===== src/bju_pkg.sv =====
// Purpose: shared constants, types and timing tables for the branch unit
// Assumes: 40 MHz hclk, one machine cycle per hclk
// Notes: offsets are byte addresses on the AHB-Lite slave
package bju_pkg;
  // ----------------------------------------
  // clock and register map
  // ----------------------------------------
  localparam int unsigned CLK_HZ = 40_000_000; // hclk rate
  localparam logic [7:0] OFS_CTRL = 8'h00; // op code and start
  localparam logic [7:0] OFS_FLAGS = 8'h04; // condition flags
  localparam logic [7:0] OFS_ACC = 8'h08; // accumulator
  localparam logic [7:0] OFS_IMM = 8'h0C; // immediate / displacement
  localparam logic [7:0] OFS_MEM = 8'h10; // long word at effective address
  localparam logic [7:0] OFS_PC = 8'h14; // program counter
  localparam logic [7:0] OFS_BANK = 8'h18; // code bank
  localparam logic [7:0] OFS_SP = 8'h1C; // stack pointer
  localparam logic [7:0] OFS_STATUS = 8'h20; // busy, done, taken
  localparam logic [7:0] OFS_PUSHED = 8'h24; // last pushed data
  // field positions
  localparam int unsigned CTRL_START_BIT = 8;
  localparam int unsigned ST_BUSY_BIT = 0;
  localparam int unsigned ST_DONE_BIT = 1;
  localparam int unsigned ST_TAKEN_BIT = 2;
  // reset values
  localparam logic [15:0] RST_PC = 16'h0000;
  localparam logic [7:0] RST_BANK = 8'h00;
  localparam logic [15:0] RST_SP = 16'h0000;
  localparam logic [15:0] PUSH_WORD = 16'h0002; // bytes per word push
  localparam logic [15:0] PUSH_LONG = 16'h0004; // bytes per long push
  // ----------------------------------------
  // types
  // ----------------------------------------
  typedef enum logic [4:0] {
    OP_BR_FIRST = 5'h00, // 0x00..0x0F conditional, pairs true/false
    OP_BRANCH_ALWAYS = 5'h10, OP_JMP_ACC = 5'h11, OP_JMP_ABS16 = 5'h12,
    OP_JMP_REG = 5'h13, OP_JMP_MEM = 5'h14, OP_FAR_JUMP_REG = 5'h15,
    OP_FAR_JUMP_MEM = 5'h16, OP_FAR_JUMP_ABS = 5'h17, OP_CALL_REG = 5'h18,
    OP_CALL_MEM = 5'h19, OP_CALL_ABS16 = 5'h1A, OP_FAR_CALL_REG = 5'h1B,
    OP_FAR_CALL_MEM = 5'h1C, OP_FAR_CALL_ABS = 5'h1D
  } op_e;
  typedef struct packed {logic t; logic n; logic z; logic v; logic c;} flags_s;
  typedef struct packed {logic en; logic is_long; logic [15:0] addr; logic [31:0] data;} push_s;
  // ----------------------------------------
  // length in bytes and machine cycles
  // ----------------------------------------
  function automatic logic [15:0] op_len(input logic [4:0] op);
    op_len = 16'h0002;
    case (op)
      OP_JMP_ACC: op_len = 16'h0001;
      OP_JMP_ABS16, OP_CALL_ABS16: op_len = 16'h0003;
      OP_FAR_JUMP_ABS, OP_FAR_CALL_ABS: op_len = 16'h0004;
      default: op_len = 16'h0002;
    endcase
  endfunction
  function automatic logic [3:0] op_cycles(input logic [4:0] op, input logic take);
    case (op)
      OP_JMP_ACC: op_cycles = 4'h2;
      OP_JMP_ABS16, OP_JMP_REG: op_cycles = 4'h3;
      OP_JMP_MEM, OP_FAR_JUMP_ABS: op_cycles = 4'h4;
      OP_FAR_JUMP_REG: op_cycles = 4'h5;
      OP_FAR_JUMP_MEM, OP_CALL_REG, OP_CALL_ABS16: op_cycles = 4'h6;
      OP_CALL_MEM: op_cycles = 4'h7;
      OP_FAR_CALL_REG, OP_FAR_CALL_ABS: op_cycles = 4'hA;
      OP_FAR_CALL_MEM: op_cycles = 4'hB;
      default: op_cycles = take ? 4'h4 : 4'h3; // relative branches
    endcase
  endfunction
endpackage


===== src/branch_cond.sv =====
// Purpose: flag condition test for the relative branches
// Assumes: even codes test a condition, odd codes its inverse
// Notes: purely combinational, flags are only read here
`timescale 1ns/1ps
module branch_cond import bju_pkg::*; (
  // condition select
  input wire logic [3:0] cond,
  input wire flags_s flags,
  // result
  output logic take
);
  logic base; // condition before inversion
  // pick the base condition, then invert for odd codes
  always_comb begin
    case (cond[3:1])
      3'h0: base = flags.z; // RQ1
      3'h1: base = flags.c; // RQ2
      3'h2: base = flags.n; // RQ3
      3'h3: base = flags.v; // RQ4
      3'h4: base = flags.t; // RQ5
      3'h5: base = flags.v ^ flags.n; // RQ6
      3'h6: base = (flags.v ^ flags.n) | flags.z; // RQ7
      3'h7: base = flags.c | flags.z; // RQ8
      default: base = 1'b0;
    endcase
    take = base ^ cond[0];
  end
endmodule


===== src/cycle_count.sv =====
// Purpose: down counter that times one instruction in machine cycles
// Assumes: load and count never overlap a running count
// Notes: last is high in the final counted cycle
`timescale 1ns/1ps
module cycle_count #(parameter int unsigned W = 4) (
  // clock and reset
  input wire logic hclk,
  input wire logic hresetn,
  // control
  input wire logic load,
  input wire logic [W-1:0] load_val,
  // state
  output logic [W-1:0] cnt_q,
  output logic last
);
  // load wins, else count down to zero and stop
  always_ff @(posedge hclk or negedge hresetn) begin
    if (!hresetn) begin
      cnt_q <= '0;
    end else if (load) begin
      cnt_q <= load_val;
    end else if (cnt_q != '0) begin
      cnt_q <= cnt_q - W'(1);
    end
  end
  assign last = (cnt_q == W'(1));
endmodule


===== src/branch_jump_call_unit.sv =====
// Purpose: branch, jump and call execution for a 16-bit core, AHB-Lite regs
// Assumes: single-word transfers, one hclk per machine cycle
// Notes: flags, operands and stack pointer are software-visible registers
//
// How it works
// RQ1: zero flag selects zero/not-zero branch
// RQ2: carry flag selects carry/no-carry branch
// RQ3: negative flag selects negative/positive branch
// RQ4: overflow flag selects overflow branches
// RQ5: sticky flag selects sticky branches
// RQ6: overflow xor negative gives signed less
// RQ7: add zero for signed less-or-equal
// RQ8: carry or zero gives unsigned lower-same
// RQ9: branch takes four cycles, else three
// RQ10: accumulator jump loads pc, two cycles
// RQ11: absolute jump loads pc, bank kept
// RQ12: far indirect loads pc and bank
// RQ13: far absolute splits 24-bit immediate
// RQ14: near call pushes word, loads pc
// RQ15: far call pushes long, loads both
// RQ16: indirect far call reads long target
// RQ17: relative target is next plus displacement
// RQ18: flags never changed by execution
`timescale 1ns/1ps
module branch_jump_call_unit import bju_pkg::*; (
  // clock and reset
  input wire logic hclk,
  input wire logic hresetn,
  // ahb-lite slave
  input wire logic hsel,
  input wire logic [31:0] haddr,
  input wire logic [1:0] htrans,
  input wire logic hwrite,
  input wire logic [2:0] hsize,
  input wire logic [31:0] hwdata,
  input wire logic hready,
  output logic hreadyout,
  output logic hresp,
  output logic [31:0] hrdata,
  // core side
  output logic [15:0] pc_out,
  output logic [7:0] code_bank_out,
  output logic busy_out,
  output push_s push_out
);
  // ----------------------------------------
  // state and registers
  // ----------------------------------------
  typedef enum logic [1:0] {ST_IDLE = 2'b01, ST_EXEC = 2'b10} state_e;
  state_e state_q; // execution state
  logic wr_pend_q; // write data phase pending
  logic [7:0] wr_addr_q; // address of pending write
  logic hreadyout_q; // ready from the first edge after reset, zero wait
  logic [31:0] hrdata_q; // read data captured at address phase
  logic [4:0] op_q; // last launched op
  flags_s flags_q; // condition flags
  logic [31:0] acc_q; // accumulator
  logic [23:0] imm_q; // immediate or displacement
  logic [31:0] mem_q; // long operand at effective address
  logic [15:0] pc_q; // program counter
  logic [7:0] code_bank_reg_q; // code bank
  logic [15:0] sp_q; // stack pointer
  logic done_q; // last op finished
  logic taken_q; // last op transferred control
  logic [15:0] tgt_pc_q; // pc loaded at commit
  logic [7:0] tgt_bank_q; // bank loaded at commit
  push_s push_q; // stack push, one cycle
  // ----------------------------------------
  // decode of the bus
  // ----------------------------------------
  logic accept; // address phase taken
  logic wr_hit; // write data phase this cycle
  logic go; // launch of an instruction
  logic [4:0] op_in; // op from write data
  logic take; // control transfer decision
  logic cond_take; // flag condition result
  logic [15:0] next_pc; // address after the instruction
  logic [15:0] br_pc; // relative branch target
  logic is_call; // op pushes a return address
  logic is_far_call; // op pushes a long return address
  logic [3:0] cyc_cnt; // counter value
  logic cyc_last; // final counted cycle
  logic flag_wr; // flags written this cycle
  // a write commits in its data phase, one edge after the address
  assign accept = hsel && htrans[1] && hready;
  assign wr_hit = wr_pend_q;
  assign op_in = hwdata[4:0];
  assign flag_wr = wr_hit && (wr_addr_q == OFS_FLAGS);
  // unknown codes and starts during execution are ignored
  assign go = wr_hit && (wr_addr_q == OFS_CTRL) && hwdata[CTRL_START_BIT]
    && (state_q == ST_IDLE) && (op_in <= OP_FAR_CALL_ABS);
  // next_pc doubles as the near return address and the fall-through target
  assign next_pc = pc_q + op_len(op_in);
  assign br_pc = next_pc + {{8{imm_q[7]}}, imm_q[7:0]}; // RQ17
  assign is_far_call = (op_in >= OP_FAR_CALL_REG);
  assign is_call = (op_in >= OP_CALL_REG);
  // conditional codes use the flag test, everything else always transfers
  assign take = (op_in < OP_BRANCH_ALWAYS) ? cond_take : 1'b1;
  // the condition code is the low nibble of the op
  branch_cond u_cond (
    .cond(op_in[3:0]),
    .flags(flags_q),
    .take(cond_take)
  );
  // one counter times every op; a fresh load only happens from idle
  cycle_count #(.W(4)) u_count (
    .hclk(hclk),
    .hresetn(hresetn),
    .load(go),
    .load_val(op_cycles(op_in, take)), // RQ9
    .cnt_q(cyc_cnt),
    .last(cyc_last)
  );
  // ----------------------------------------
  // ahb address phase and read data
  // ----------------------------------------
  // reads are captured when the address is taken, so data stands one cycle later
  always_ff @(posedge hclk or negedge hresetn) begin
    if (!hresetn) begin
      wr_pend_q <= 1'b0;
      wr_addr_q <= 8'h00;
      hrdata_q <= 32'h0000_0000;
      hreadyout_q <= 1'b0;
    end else begin
      hreadyout_q <= 1'b1;
      wr_pend_q <= accept && hwrite;
      if (accept) begin
        wr_addr_q <= haddr[7:0];
      end
      // upper bits of narrow registers read as zero
      if (accept && !hwrite) begin
        case (haddr[7:0])
          OFS_CTRL: hrdata_q <= {27'h0, op_q};
          OFS_FLAGS: hrdata_q <= {27'h0, flags_q};
          OFS_ACC: hrdata_q <= acc_q;
          OFS_IMM: hrdata_q <= {8'h00, imm_q};
          OFS_MEM: hrdata_q <= mem_q;
          OFS_PC: hrdata_q <= {16'h0000, pc_q};
          OFS_BANK: hrdata_q <= {24'h00_0000, code_bank_reg_q};
          OFS_SP: hrdata_q <= {16'h0000, sp_q};
          OFS_STATUS: hrdata_q <= {29'h0, taken_q, done_q, state_q == ST_EXEC};
          OFS_PUSHED: hrdata_q <= push_q.data;
          default: hrdata_q <= 32'h0000_0000; // unmapped reads as zero
        endcase
      end
    end
  end
  // ----------------------------------------
  // software registers
  // ----------------------------------------
  // flags are only ever written by software, never by execution
  always_ff @(posedge hclk or negedge hresetn) begin
    if (!hresetn) begin
      flags_q <= '0;
    end else if (flag_wr) begin
      flags_q <= hwdata[4:0]; // RQ18
    end
  end
  // operand registers are frozen while an op runs
  always_ff @(posedge hclk or negedge hresetn) begin
    if (!hresetn) begin
      acc_q <= 32'h0000_0000;
      imm_q <= 24'h00_0000;
      mem_q <= 32'h0000_0000;
    end else if (wr_hit && state_q == ST_IDLE) begin
      case (wr_addr_q)
        OFS_ACC: acc_q <= hwdata;
        OFS_IMM: imm_q <= hwdata[23:0];
        OFS_MEM: mem_q <= hwdata;
        default: acc_q <= acc_q;
      endcase
    end
  end
  // ----------------------------------------
  // launch: target, push, state
  // ----------------------------------------
  // target is fixed at launch so later operand writes cannot disturb it
  always_ff @(posedge hclk or negedge hresetn) begin
    if (!hresetn) begin
      tgt_pc_q <= RST_PC;
      tgt_bank_q <= RST_BANK;
      op_q <= 5'h00;
      taken_q <= 1'b0;
    end else if (go) begin
      op_q <= op_in;
      taken_q <= take;
      tgt_bank_q <= code_bank_reg_q;
      case (op_in)
        OP_JMP_ACC: tgt_pc_q <= acc_q[15:0]; // RQ10
        OP_JMP_ABS16, OP_CALL_ABS16: tgt_pc_q <= imm_q[15:0]; // RQ11
        OP_JMP_REG, OP_JMP_MEM, OP_CALL_REG, OP_CALL_MEM: tgt_pc_q <= mem_q[15:0]; // RQ14
        OP_FAR_JUMP_REG, OP_FAR_JUMP_MEM: begin
          tgt_pc_q <= mem_q[15:0]; // RQ12
          tgt_bank_q <= mem_q[23:16]; // RQ12
        end
        OP_FAR_CALL_REG, OP_FAR_CALL_MEM: begin
          tgt_pc_q <= mem_q[15:0]; // RQ16
          tgt_bank_q <= mem_q[23:16]; // RQ16
        end
        OP_FAR_JUMP_ABS, OP_FAR_CALL_ABS: begin
          tgt_pc_q <= imm_q[15:0]; // RQ13
          tgt_bank_q <= imm_q[23:16]; // RQ15
        end
        default: tgt_pc_q <= take ? br_pc : next_pc; // RQ17
      endcase
    end
  end
  // return address goes to the stack in the cycle after launch, before the pc moves
  always_ff @(posedge hclk or negedge hresetn) begin
    if (!hresetn) begin
      push_q <= '0;
      sp_q <= RST_SP;
    end else if (go && is_call) begin
      push_q.en <= 1'b1;
      push_q.is_long <= is_far_call;
      if (is_far_call) begin
        push_q.addr <= sp_q - PUSH_LONG; // RQ15
        push_q.data <= {8'h00, code_bank_reg_q, next_pc}; // RQ15
        sp_q <= sp_q - PUSH_LONG;
      end else begin
        push_q.addr <= sp_q - PUSH_WORD; // RQ14
        push_q.data <= {16'h0000, next_pc}; // RQ14
        sp_q <= sp_q - PUSH_WORD;
      end
    end else begin
      push_q.en <= 1'b0;
      if (wr_hit && state_q == ST_IDLE && wr_addr_q == OFS_SP) begin
        sp_q <= hwdata[15:0];
      end
    end
  end
  // busy for exactly the op's cycle count, pc and bank move on the last edge
  always_ff @(posedge hclk or negedge hresetn) begin
    if (!hresetn) begin
      state_q <= ST_IDLE;
      done_q <= 1'b0;
    end else begin
      case (state_q)
        ST_IDLE: begin
          if (go) begin
            state_q <= ST_EXEC;
            done_q <= 1'b0;
          end
        end
        ST_EXEC: begin
          if (cyc_last) begin
            state_q <= ST_IDLE; // RQ9
            done_q <= 1'b1;
          end
        end
        default: state_q <= ST_IDLE;
      endcase
    end
  end
  // program counter and bank: commit from execution, else software in idle
  always_ff @(posedge hclk or negedge hresetn) begin
    if (!hresetn) begin
      pc_q <= RST_PC;
      code_bank_reg_q <= RST_BANK;
    end else if (state_q == ST_EXEC && cyc_last) begin
      pc_q <= tgt_pc_q;
      code_bank_reg_q <= tgt_bank_q;
    end else if (wr_hit && state_q == ST_IDLE && !go) begin
      if (wr_addr_q == OFS_PC) begin
        pc_q <= hwdata[15:0];
      end
      if (wr_addr_q == OFS_BANK) begin
        code_bank_reg_q <= hwdata[7:0];
      end
    end
  end
  // ----------------------------------------
  // outputs
  // ----------------------------------------
  assign hreadyout = hreadyout_q;
  assign hresp = 1'b0; // always okay; constant, no state behind it
  assign hrdata = hrdata_q;
  assign pc_out = pc_q;
  assign code_bank_out = code_bank_reg_q;
  // busy is the exec bit of the one-hot state, so it needs no decode
  assign busy_out = state_q[1];
  assign push_out = push_q;

  logic busy; // execution in progress
  assign busy = (state_q == ST_EXEC);
endmodule


===== config.mk =====
export PLATFORM = sky130hd
export DESIGN_NAME = branch_jump_call_unit
export DESIGN_NICKNAME = d
export VERILOG_FILES = /design/src/bju_pkg.sv /design/src/branch_cond.sv /design/src/cycle_count.sv /design/src/branch_jump_call_unit.sv
export SDC_FILE = /design/constraint.sdc
export NUM_CORES = 1
export LEC_CHECK = 0
export BUFFER_PORTS_ARGS = -buffer_cell sky130_fd_sc_hd__buf_2
export CORE_MARGIN = 2
export CORE_UTILIZATION = 50
export CTS_CLUSTER_SIZE = 25
export DETAILED_ROUTE_END_ITERATION = 10
export GPL_TIMING_DRIVEN = 1
export PLACE_DENSITY = 0.71
export SKIP_CTS_REPAIR_TIMING = 1
export SYNTH_ARGS = -nofsm -noshare
export SYNTH_HDL_FRONTEND = slang
export SYNTH_SLANG_ARGS = --single-unit

===== constraint.sdc =====
create_clock -name hclk -period 3.1 [get_ports hclk]
set_input_delay 0.155 -clock hclk [delete_from_list [all_inputs] [get_ports hclk]]
set_output_delay 0.155 -clock hclk [all_outputs]
set_load 0.005 [all_outputs]

==> summary.md, run 1 <==
| Metric | Value |
|---|---|
| I/O pin count | 183 |
| Hold EP | imm_q[7]$_DFFE_PN0P_ |
| First-pass GRT wire length | approximately 65 mm |
| Final setup violation count | 9 |
| Worst skew pair latency | approximately 0.53 ns |
| Die H | 167.8 um |
| Std-Cell Rows | 59 |
| Comb power frac | 23.8% |
| Critical setup path kind | flip-flop to flip-flop |
| Gp weighted congestion | 0.9068 |
| RSZ-0062 raised after global routing | true |
| Core box area | approximately 26000 um^2 |
| Setup Skew | 0.01352 ns |
| Drt total wl | 41.68 mm |
| Final Util | 63.96% |
| Final min period | 3.338 ns |
| Crit path launch type | flip-flop |
| Async S/R FF share, synth | 100.0% |
| Leak Pwr | 8.040 nW |
| Clock tree sinks | 254 |
| Reg-to-Reg End | tgt_pc_q[12]$_DFFE_PN0P_ |
| Detail-routed via count per cell | 6.160 |
| Max Slew Vio Count | 0 |
| Syn Inst Count | 1336 |
| # DRC | 0 |
| # diodes | 0 |
| Count of input and output buffers | 145 |
| Status | complete, but fails checks |
| Clk slew on worst S/H paths | 0.06 ns |
| Clock Tree Buf Depth | 3 |
| Max Clock Freq | between 0.2 and 0.3 GHz |
| Gr usage total | 28.98% |
| Tcrit/Tclk final | 107.7% |
| Post-synth top area cell | dfrtp_1 |
| CP Max Fanout | 3 |
| DR iter-0 viols | approximately 1500 |
| CP Data Required Time | roughly 3.6 ns |
| Critical path arrival | 3.81 ns |
| Die area | 28160 um^2 |
| Sw Share | 28.60% |
| R2R Setup Slk | -0.24 ns |
| Overflow after GRT | 0 |
| Syn avg cell area | 10.04 um^2 |
| WL per Instance | 21.46 um |
| Via count | 11960 |
| Post-synth EDFFs | 0 |
| Worst Tran Pin Value | 0.9610 ns |
| CTS tree | done |
| R2R Path Start | pc_out[0]$_DFFE_PN0P_ |
| Post-synth top area share | 47.20% |
| Synth cell count leaders | dfrtp_1 (253), nand2_1 (208), mux2_2 (104) |
| Synth warn | 0 |
| Root Buffer | clkbuf_16 |
| Final instance area | between 15000 and 20000 um^2 |
| Placed Area | around 15000 um^2 |
| Max Cap Viol | 0 |
| Register-to-Register Path Depth | 14 |
| Distinct cells, synth | 86 |
| Pwr Density | 541.8 nW/um^2 |
| Clock power share | 35.8% |
| Hold Crit Depth | 2 |
| Share of layout cells above drive strength 1 | 31.30% |
| CTS buffer count | 27 |
| Post-Place Worst Slack | -0.7895 ns |
| Synthesized flop and latch total | 254 |
| Count leader, synth | dfrtp_1 |
| Ranking of synthesized cells by area | dfrtp_1 (47%), mux2_2 (8.7%), nand2_1 (5.8%), o21ai_0 (3.8%), a21oi_1 (2.8%) |
| Flop pwr share | 40.4% |
| Die extent in x | 167.8 um |
| HPWL Detailed | ~30 mm |
| Router iterations before antenna repair | 6 |
| Switching power | between 0.002 and 0.003 W |
| CTS H-tree depth | 1 |
| Starting density of the core | roughly 50% |
| Crit. End Element | flip-flop |
| P&R area growth vs syn | 24.95% |
| Ys flop type | dfrtp_1 |
| Setup WS post-layout | -0.2377 ns |
| P_int | around 0.0065 W |
| Maximum vdd drop | 0.4586 mV |
| Final hold violation count | 0 |
| Failing checks | negative setup slack |
| Worst Hold Class | input port to flip-flop |
| Sequential share of the synthesized area | 47.39% |
| Vias in the first global route | 11530 |
| Slew margin rel. | 35.40% |
| Nets@finish | 1691 |
| Number of routed nets with antenna violations | 0 |
| Origin of the worst min-delay path | hwdata[7] |
| Initial antenna violation count | 0 |
| Pin count of the biggest net entering global routing | 98 |
| FILL cells | 2082 |
| Netlist Area Pre-Place | 13410 um^2 |
layer usage:
metal	wire length, um	global-route usage, %	vias up	share of wire, %
met2	19910	47.18	621	48
met1	16870	39.83	5904	40
met4	1415	8.922	0	3.4
li1	-	-	5328	-
met5	0	0	-	0
met3	3483	5.148	109	8.4
cells by family (layout without fill, tap and decap cells):
group | after synthesis | after routing | share of synthesized area (%)
AO/OA/AOI/OAI | 371 | 371 | 18.50
XOR/XNOR | 44 | 44 | 2.873
adder cells (fa/ha/maj) | 28 | 28 | 2.724
buffers and inverters | 111 | 374 | 3.722
flip-flops | 254 | 254 | 47.39
multiplexers | 134 | 134 | 11.25
other | 2 | 10 | 0.05599
AND/OR/NAND/NOR | 392 | 392 | 13.49
cell type report:
type	count	area (um^2)	area share, %
Timing Repair Buffer	305	2056	12.26
Multi-Input combinational cell	979	6960	41.53
Sequential cell	254	6359	37.94
Tap cell	335	419.2	2.501
Clock buffer	40	794.5	4.740
Clock inverter	7	88.84	0.5300
Inverter	22	83.83	0.5001
how the worst max path moves through the flow:
| stage | start | end | slack (ns) | cells after the start |
|---|---|---|---|---|
| after floorplan | hwdata[3] | tgt_pc_q[12]$_DFFE_PN0P_ | -0.61 | 20 |
| after global routing | pc_out[0]$_DFFE_PN0P_ | tgt_pc_q[12]$_DFFE_PN0P_ | -0.29 | 14 |
| after global placement | hwdata[1] | tgt_pc_q[12]$_DFFE_PN0P_ | -0.65 | 17 |
| after detailed placement | hwdata[1] | tgt_pc_q[12]$_DFFE_PN0P_ | -0.79 | 18 |
| after CTS | hwdata[1] | tgt_pc_q[12]$_DFFE_PN0P_ | -0.26 | 18 |
| final | pc_out[0]$_DFFE_PN0P_ | tgt_pc_q[12]$_DFFE_PN0P_ | -0.24 | 14 |
power by group through the flow:
stage / combinational (W) / sequential, W / clock (W)
floorplan: 0.00121 / 0.00368 / 0
global placement: 0.00186 / 0.00371 / 0
detailed placement: 0.00191 / 0.00372 / 0
CTS: 0.00192 / 0.00366 / 0.00328
global route: 0.00236 / 0.00369 / 0.00343
finish: 0.00216 / 0.00367 / 0.00325
cell usage in the layout (no fill, tap or decap), types with 9 or more instances in the layout:
| master | netlist | routed |
|---|---|---|
| a221oi_1 | 29 | 26 |
| nand2_1 | 208 | 204 |
| a221o_1 | 9 | 9 |
| a21o_1 | 23 | 23 |
| xnor2_1 | 24 | 20 |
| dlygate4sd3_1 | 0 | 34 |
| nor3_1 | 19 | 18 |
| xor2_1 | 20 | 17 |
| ha_1 | 26 | 20 |
| buf_2 | 24 | 143 |
| mux2i_1 | 27 | 27 |
| nand3_1 | 15 | 15 |
| buf_4 | 12 | 121 |
| dfrtp_1 | 253 | 252 |
| a22oi_1 | 48 | 48 |
| conb_1 | 2 | 10 |
| clkbuf_16 | 0 | 27 |
| a22o_1 | 19 | 19 |
| mux2_2 | 104 | 104 |
| a21oi_1 | 75 | 66 |
| o21ai_0 | 101 | 98 |
| nor2_1 | 73 | 68 |
| inv_1 | 19 | 17 |
worst max-delay path, stage by stage (launching register included):
cell and delay [ns]:
dfrtp_1 0.42, ha_4 0.18, buf_6 0.10, a21o_1 0.20, a21oi_4 0.20, buf_6 0.13, nor2_2 0.04, xor2_1 0.21
ha_1 0.29, a2111oi_2 0.37, o21a_1 0.26, o31ai_4 0.10, or4b_1 0.50, a41oi_2 0.15, o21a_1 0.13
sequential cells by signal (all words and copies together), names as in the netlist, 2 cells and up:
signal and count:
hrdata 32, tgt_pc_q 16, imm_q 24, pc_out 16, wr_addr_q 8, acc_q 32, tgt_bank_q 8, sp_q 16
u_count.cnt_q 4, op_q 5, push_out 42, code_bank_out 8, state_q 2, flags_q 5, mem_q 32
per-stage QoR:
step	power (W)	setup TNS, ns	hold slack (ns)	instances
after floorplan	0.004891	-3.788	-0.1406	1344
after global placement	0.005569	-5.674	0.2153	1850
after detailed placement	0.005632	-7.110	0.2145	1850
after CTS	0.008859	-1.462	-0.3413	1897
after global routing	0.009475	-2.234	0.04009	1942
final	0.009082	-1.085	0.05148	1942
(Power assumes the default switching activity.)
==> run 2, diff against run 1 <==
--- a/config.mk
+++ b/config.mk
@@ -12,6 +12,7 @@
 export DETAILED_ROUTE_END_ITERATION = 10
 export GPL_TIMING_DRIVEN = 1
 export PLACE_DENSITY = 0.71
+export SETUP_SLACK_MARGIN = 0.2
 export SKIP_CTS_REPAIR_TIMING = 1
 export SYNTH_ARGS = -nofsm -noshare
 export SYNTH_HDL_FRONTEND = slang
==> summary.md, run 2 (synthesis gave the netlist of run 1 again) <==
| Metric | Value |
|---|---|
| Status | complete, but fails checks |
| Failing checks | negative hold slack, negative setup slack |
| Critical setup path kind | flip-flop to flip-flop |
| Die extent in x | 167.8 um |
| FILL cells | 2119 |
| Initial antenna violation count | 0 |
| CP Max Fanout | 4 |
| Share of layout cells above drive strength 1 | a little under a third |
| Die H | 167.8 um |
| Vias in the first global route | between 10000 and 15000 |
| CP Data Required Time | 3.57 ns |
| Pin count of the biggest net entering global routing | 90 |
| Overflow after GRT | 0 |
| Post-Place Worst Slack | -0.7168 ns |
| Worst-path cell chain | ha_2 -> buf_6 -> a21o_1 -> a21oi_4 -> nor2_2 -> xor2_1 -> ha_1 -> a2111oi_4 -> o21a_1 -> o31ai_4 -> or4b_4 -> a41oi_2 -> o21a_1 |
| Clock Tree Buf Depth | 3 |
| CTS tree | done |
| DR iter-0 viols | 1251 |
| Setup crit end | tgt_pc_q[12]$_DFFE_PN0P_ |
| Highest-count cells in the layout ignoring fill and taps | dfrtp_1 (252), nand2_1 (204), buf_2 (144) |
| Worst Tran Pin Value | 0.8993 ns |
| Commonest non-fill, non-tap cell in the layout | dfrtp_1 |
| Top cell by count, worst path | o21a_1 |
| Crit-path max cell delay | between 0.4 and 0.5 ns |
| Worst skew pair latency | 0.55 ns |
| Die area | 28160 um^2 |
| Max reg flops | 42 |
| Via count | 11860 |
| WL per Instance | 21.50 um |
| Setup Skew | 0.02103 ns |
| Reg-to-Reg End | tgt_pc_q[12]$_DFFE_PN0P_ |
| Critical path arrival | roughly 3.8 ns |
| Router iterations before antenna repair | 6 |
| Worst setup path startpoint | pc_out[0]$_DFFE_PN0P_ |
| Gp weighted congestion | 0.8898 |
| Final setup violation count | 9 |
| Leak Pwr | ~8 nW |
| Tcrit/Tclk final | 105.7% |
| RSZ-0062 raised after global routing | true |
| Max Slew Vio Count | 0 |
| Drt total wl | around 42 mm |
| Crit path launch type | flip-flop |
| Clk slew on worst S/H paths | 0.06 ns |
| Gr usage total | between 20% and 30% |
| Final Util | 63.68% |
| Worst Hold Class | input port to flip-flop |
| Final hold violation count | 2 |
| Total power | 0.008908 W |
| First-pass GRT wire length | 64.25 mm |
| Nets@finish | around 1700 |
| # diodes | 0 |
| Max Cap Viol | 0 |
| Detail-routed via count per cell | 6.141 |
| Root Buffer | clkbuf_16 |
| Crit. End Element | flip-flop |
| Max Clock Freq | 0.3052 GHz |
| Critical path's slowest cell | or4b_4 |
| Maximum vdd drop | 0.5162 mV |
| HPWL Detailed | 29.25 mm |
| Pwr Density | ~530 nW/um^2 |
| R2R Setup Slk | -0.18 ns |
| Final min period | 3.276 ns |
| I/O pin count | 183 |
| Core box area | 26210 um^2 |
| Count of input and output buffers | 145 |
| Clock tree sinks | 254 |
| R2R Path Start | pc_out[0]$_DFFE_PN0P_ |
| Setup TNS | -0.9970 ns |
| Number of routed nets with antenna violations | 0 |
| Register-to-Register Path Depth | 13 |
| Slew margin rel. | 39.55% |
| P&R area growth vs syn | 24.41% |
| CTS buffer count | 27 |
| Std-Cell Rows | 59 |
| # DRC | 0 |
| Setup WS post-layout | -0.1760 ns |
| Hold_ws | -0.01818 ns |
| CTS H-tree depth | 1 |
| Starting density of the core | about half |
## run 2: cell count changes in the layout (fill, tap and decap cells not counted), sizes merged
cell         delta
clkbuf          -4
clkinvlp        +2
inv             +3
bufinv          -1
clkinv          -1
buf             -6
dlygate4sd3     -4
## run 2: layout make-up
| cell class | count | area, um^2 | share of cell area, % |
|---|---|---|---|
| well taps | 335 | 419.2 | 2.512 |
| multi-input cells | 979 | 7020 | 42.07 |
| inverters | 22 | 83.83 | 0.5023 |
| repair buffers | 295 | 1986 | 11.90 |
| clock inverters | 10 | 91.34 | 0.5473 |
| clock buffers | 36 | 729.5 | 4.371 |
| flip-flops and latches | 254 | 6359 | 38.10 |
## run 2: through the flow
step,instances,instance area [um^2],hold WS [ns]
floorplan,1344,13680,-0.1406
global placement,1847,15260,0.2157
detailed placement,1847,15260,0.2197
CTS,1893,16080,-0.3325
global route,1931,16690,0.0003788
finish,1931,16690,-0.01818
## run 2: where the power goes
part	internal, W	switching [W]
clock network	0.00174	0.00135
registers	0.00350	0.000172
logic	0.00104	0.00111
total	0.00628	0.00263
## run 2: layer usage
| metal | global-route usage, % | routed length, um | vias to the layer above |
|---|---|---|---|
| li1 | - | - | 5317 |
| met1 | 39.02 | 17330 | 5852 |
| met2 | 47.81 | 19650 | 587 |
| met3 | 4.584 | 3195 | 103 |
| met4 | 8.431 | 1347 | 0 |
| met5 | 0 | 0 | - |
## run 2: worst min path at each step
stage	cells after the start	to	startpoint	slack (ns)
final	3	sp_q[5]$_DFFE_PN0P_	hwdata[5]	-0.02
after global routing	3	sp_q[5]$_DFFE_PN0P_	hwdata[5]	0.0004
after CTS	1	sp_q[3]$_DFFE_PN0P_	hresetn	-0.33
after detailed placement	1	pc_out[12]$_DFFE_PN0P_	hresetn	0.22
after global placement	1	pc_out[12]$_DFFE_PN0P_	hresetn	0.22
after floorplan	0	acc_q[0]$_DFFE_PN0P_	hresetn	-0.14
## run 2: critical path: cells and delay by family, from the launching register on
| family | cells | cell delay (ns) |
|---|---|---|
| AO/OA/AOI/OAI | 7 | 1.44 |
| XOR/XNOR | 1 | 0.16 |
| adder cells (fa/ha/maj) | 2 | 0.54 |
| buffers and inverters | 1 | 0.11 |
| flip-flops | 1 | 0.39 |
| AND/OR/NAND/NOR | 2 | 0.57 |
==> run 3, diff against run 2 <==
--- a/config.mk
+++ b/config.mk
@@ -5,7 +5,7 @@
 export SDC_FILE = /design/constraint.sdc
 export NUM_CORES = 1
 export LEC_CHECK = 0
-export BUFFER_PORTS_ARGS = -buffer_cell sky130_fd_sc_hd__buf_2
+export BUFFER_PORTS_ARGS = -buffer_cell sky130_fd_sc_hd__clkbuf_2
 export CORE_MARGIN = 2
 export CORE_UTILIZATION = 50
 export CTS_CLUSTER_SIZE = 25
==> summary.md, run 3 (synthesis gave the netlist of run 1 again) <==
| Metric | Value |
|---|---|
| Placed Area | 15280 um^2 |
| WL per Instance | approximately 22 um |
| Flop pwr share | between 40% and 50% |
| M2 GR Usage | 48.15% |
| Max reg flops | 42 |
| Std-Cell Rows | between 50 and 60 |
| HPWL Detailed | slightly below 30 mm |
| First-pass GRT wire length | between 60 and 70 mm |
| Pin count of the biggest net entering global routing | 91 |
| Initial antenna violation count | 0 |
| Worst-path cell chain | ha_1 -> a21o_1 -> a21oi_4 -> buf_6 -> nor2_2 -> xor2_2 -> ha_4 -> a2111oi_4 -> o21a_1 -> o31ai_4 -> or4b_1 -> a41oi_2 -> o21a_1 |
| Highest-count cells in the layout ignoring fill and taps | dfrtp_1 (253), nand2_1 (204), clkbuf_2 (143) |
| Critical path arrival | 3.72 ns |
| Starting density of the core | 51.19% |
| Final setup violation count | 5 |
| Final Util | 63.84% |
| Worst Hold Class | input port to flip-flop |
| FILL cells | 2101 |
| Critical setup path kind | flip-flop to flip-flop |
| Met1 usage | 39.93% |
| Count of input and output buffers | 145 |
| Non-filler cells, final | 1931 |
| M3 GR Usage | 5.219% |
| Leak Pwr | 7.987 nW |
| Max Clock Freq | 0.3090 GHz |
| Clk slew on worst S/H paths | 0.07 ns |
| Vias in the first global route | 11460 |
| Die area | around 28000 um^2 |
| Status | complete, but fails checks |
| Die H | approximately 170 um |
| Pwr Density | 546.3 nW/um^2 |
| Nets@finish | about 1700 |
| Overflow after GRT | 0 |
| Core box area | 26210 um^2 |
| Number of routed nets with antenna violations | 0 |
| GR peak layer | met2 |
| Root Buffer | clkbuf_16 |
| Top cell by count, worst path | o21a_1 |
| Tcrit/Tclk final | 104.4% |
| Final min period | between 3 and 4 ns |
| P&R area growth vs syn | 24.72% |
| Clock Tree Buf Depth | 3 |
| CTS tree | done |
| Drt total wl | around 42 mm |
| # DRC | 0 |
| Max Slew Vio Count | 0 |
| Placed Instances | 1848 |
| Critical path's slowest cell | or4b_1 |
| # diodes | 0 |
| Setup WS post-layout | -0.1362 ns |
| Crit-path max cell delay | between 0.5 and 0.6 ns |
| Detail-routed via count per cell | 6.105 |
| Hold_ws | 0.002063 ns |
| Gp weighted congestion | 0.9002 |
| Slew margin rel. | 40.40% |
| FF/Latch Area | 6357 um^2 |
| Total power | 0.009139 W |
| Worst skew pair latency | 0.54 ns |
| Crit path launch type | flip-flop |
| Multi-input gate area | 6968 um^2 |
| Clock tree sinks | 254 |
| Final instance area | 16730 um^2 |
| Worst Tran Pin Value | slightly below 0.9 ns |
| I/O pin count | between 150 and 200 |
| CP Data Required Time | ~3.6 ns |
| P_int | 0.006507 W |
| Maximum vdd drop | 0.5021 mV |
| Setup Skew | 0.01707 ns |
| Sw Share | 28.80% |
| Buffers plus inverters on the worst setup path | 1 |
| Comb power frac | 23.4% |
| Share of layout cells above drive strength 1 | between 30% and 40% |
| Max Cap Viol | 0 |
| Clock power share | a little over a third |
| RSZ-0062 raised after global routing | true |
| DR iter-0 viols | about 1200 |
| Commonest non-fill, non-tap cell in the layout | dfrtp_1 |
| CTS buffer count | 26 |
| CP Max Fanout | 4 |
| Failing checks | negative setup slack |
| CP top delay family | compound AO/OA/AOI/OAI gates |
| Final hold violation count | 0 |
| Router iterations before antenna repair | 7 |
| Via count | ~12000 |
| CTS H-tree depth | 1 |
| Switching power | between 0.002 and 0.003 W |
| Gr usage total | 29.23% |
| Crit. End Element | flip-flop |
| Die extent in x | 167.8 um |
| R2R Setup Slk | -0.14 ns |
run 3: power groups by stage:
| stage | clock network [W] | registers (W) | logic [W] |
|---|---|---|---|
| 6_report | 0.00333 | 0.00367 | 0.00214 |
| 3_5_place_dp | 0 | 0.00372 | 0.00194 |
| 2_1_floorplan | 0 | 0.00368 | 0.00121 |
| 4_1_cts | 0.00337 | 0.00366 | 0.00195 |
| 3_3_place_gp | 0 | 0.00372 | 0.00188 |
| 5_1_grt | 0.00350 | 0.00369 | 0.00233 |
run 3: stage by stage:
step	setup WS (ns)	setup TNS [ns]
2_1_floorplan	-0.6121	-3.795
3_3_place_gp	-0.6513	-5.811
3_5_place_dp	-0.7443	-6.817
4_1_cts	-0.2318	-1.151
5_1_grt	-0.3240	-1.511
6_report	-0.1362	-0.3885
run 3: worst paths after layout:
check	from	end	cells after the start
worst min-delay path	hwdata[6]	sp_q[6]$_DFFE_PN0P_	3
worst max-delay path	pc_out[1]$_DFFE_PN0P_	tgt_pc_q[12]$_DFFE_PN0P_	13
min in group asynchronous	hresetn	hrdata[6]$_DFFE_PN0P_	2
worst max register to register	pc_out[1]$_DFFE_PN0P_	tgt_pc_q[12]$_DFFE_PN0P_	13
worst min register to register	hrdata[6]$_DFFE_PN0P_	hrdata[6]$_DFFE_PN0P_	1
max in group asynchronous	hresetn	pc_out[9]$_DFFE_PN0P_	3
run 3: worst register-to-register path, cell delays in order (launching register included):
cell and delay (ns):
dfrtp_1 0.42, ha_1 0.29, a21o_1 0.20, a21oi_4 0.18, buf_6 0.14, nor2_2 0.05, xor2_2 0.21, ha_4 0.25
a2111oi_4 0.27, o21a_1 0.25, o31ai_4 0.10, or4b_1 0.56, a41oi_2 0.15, o21a_1 0.13
run 3: layer usage:
layer / routed length, um / vias up
met2: 19800 / 570
met5: 0 / -
met4: 1362 / 0
met1: 17270 / 5811
li1: - / 5311
met3: 3580 / 97
run 3: layout make-up:
class                           count  share of cell area (%)
Multi-Input combinational cell    979                   41.65
Sequential cell                   254                   38.00
Timing Repair Buffer              294                   11.91
Clock buffer                       39                   4.846
Tap cell                          335                   2.505
Clock inverter                      8                  0.5908
Inverter                           22                  0.5011
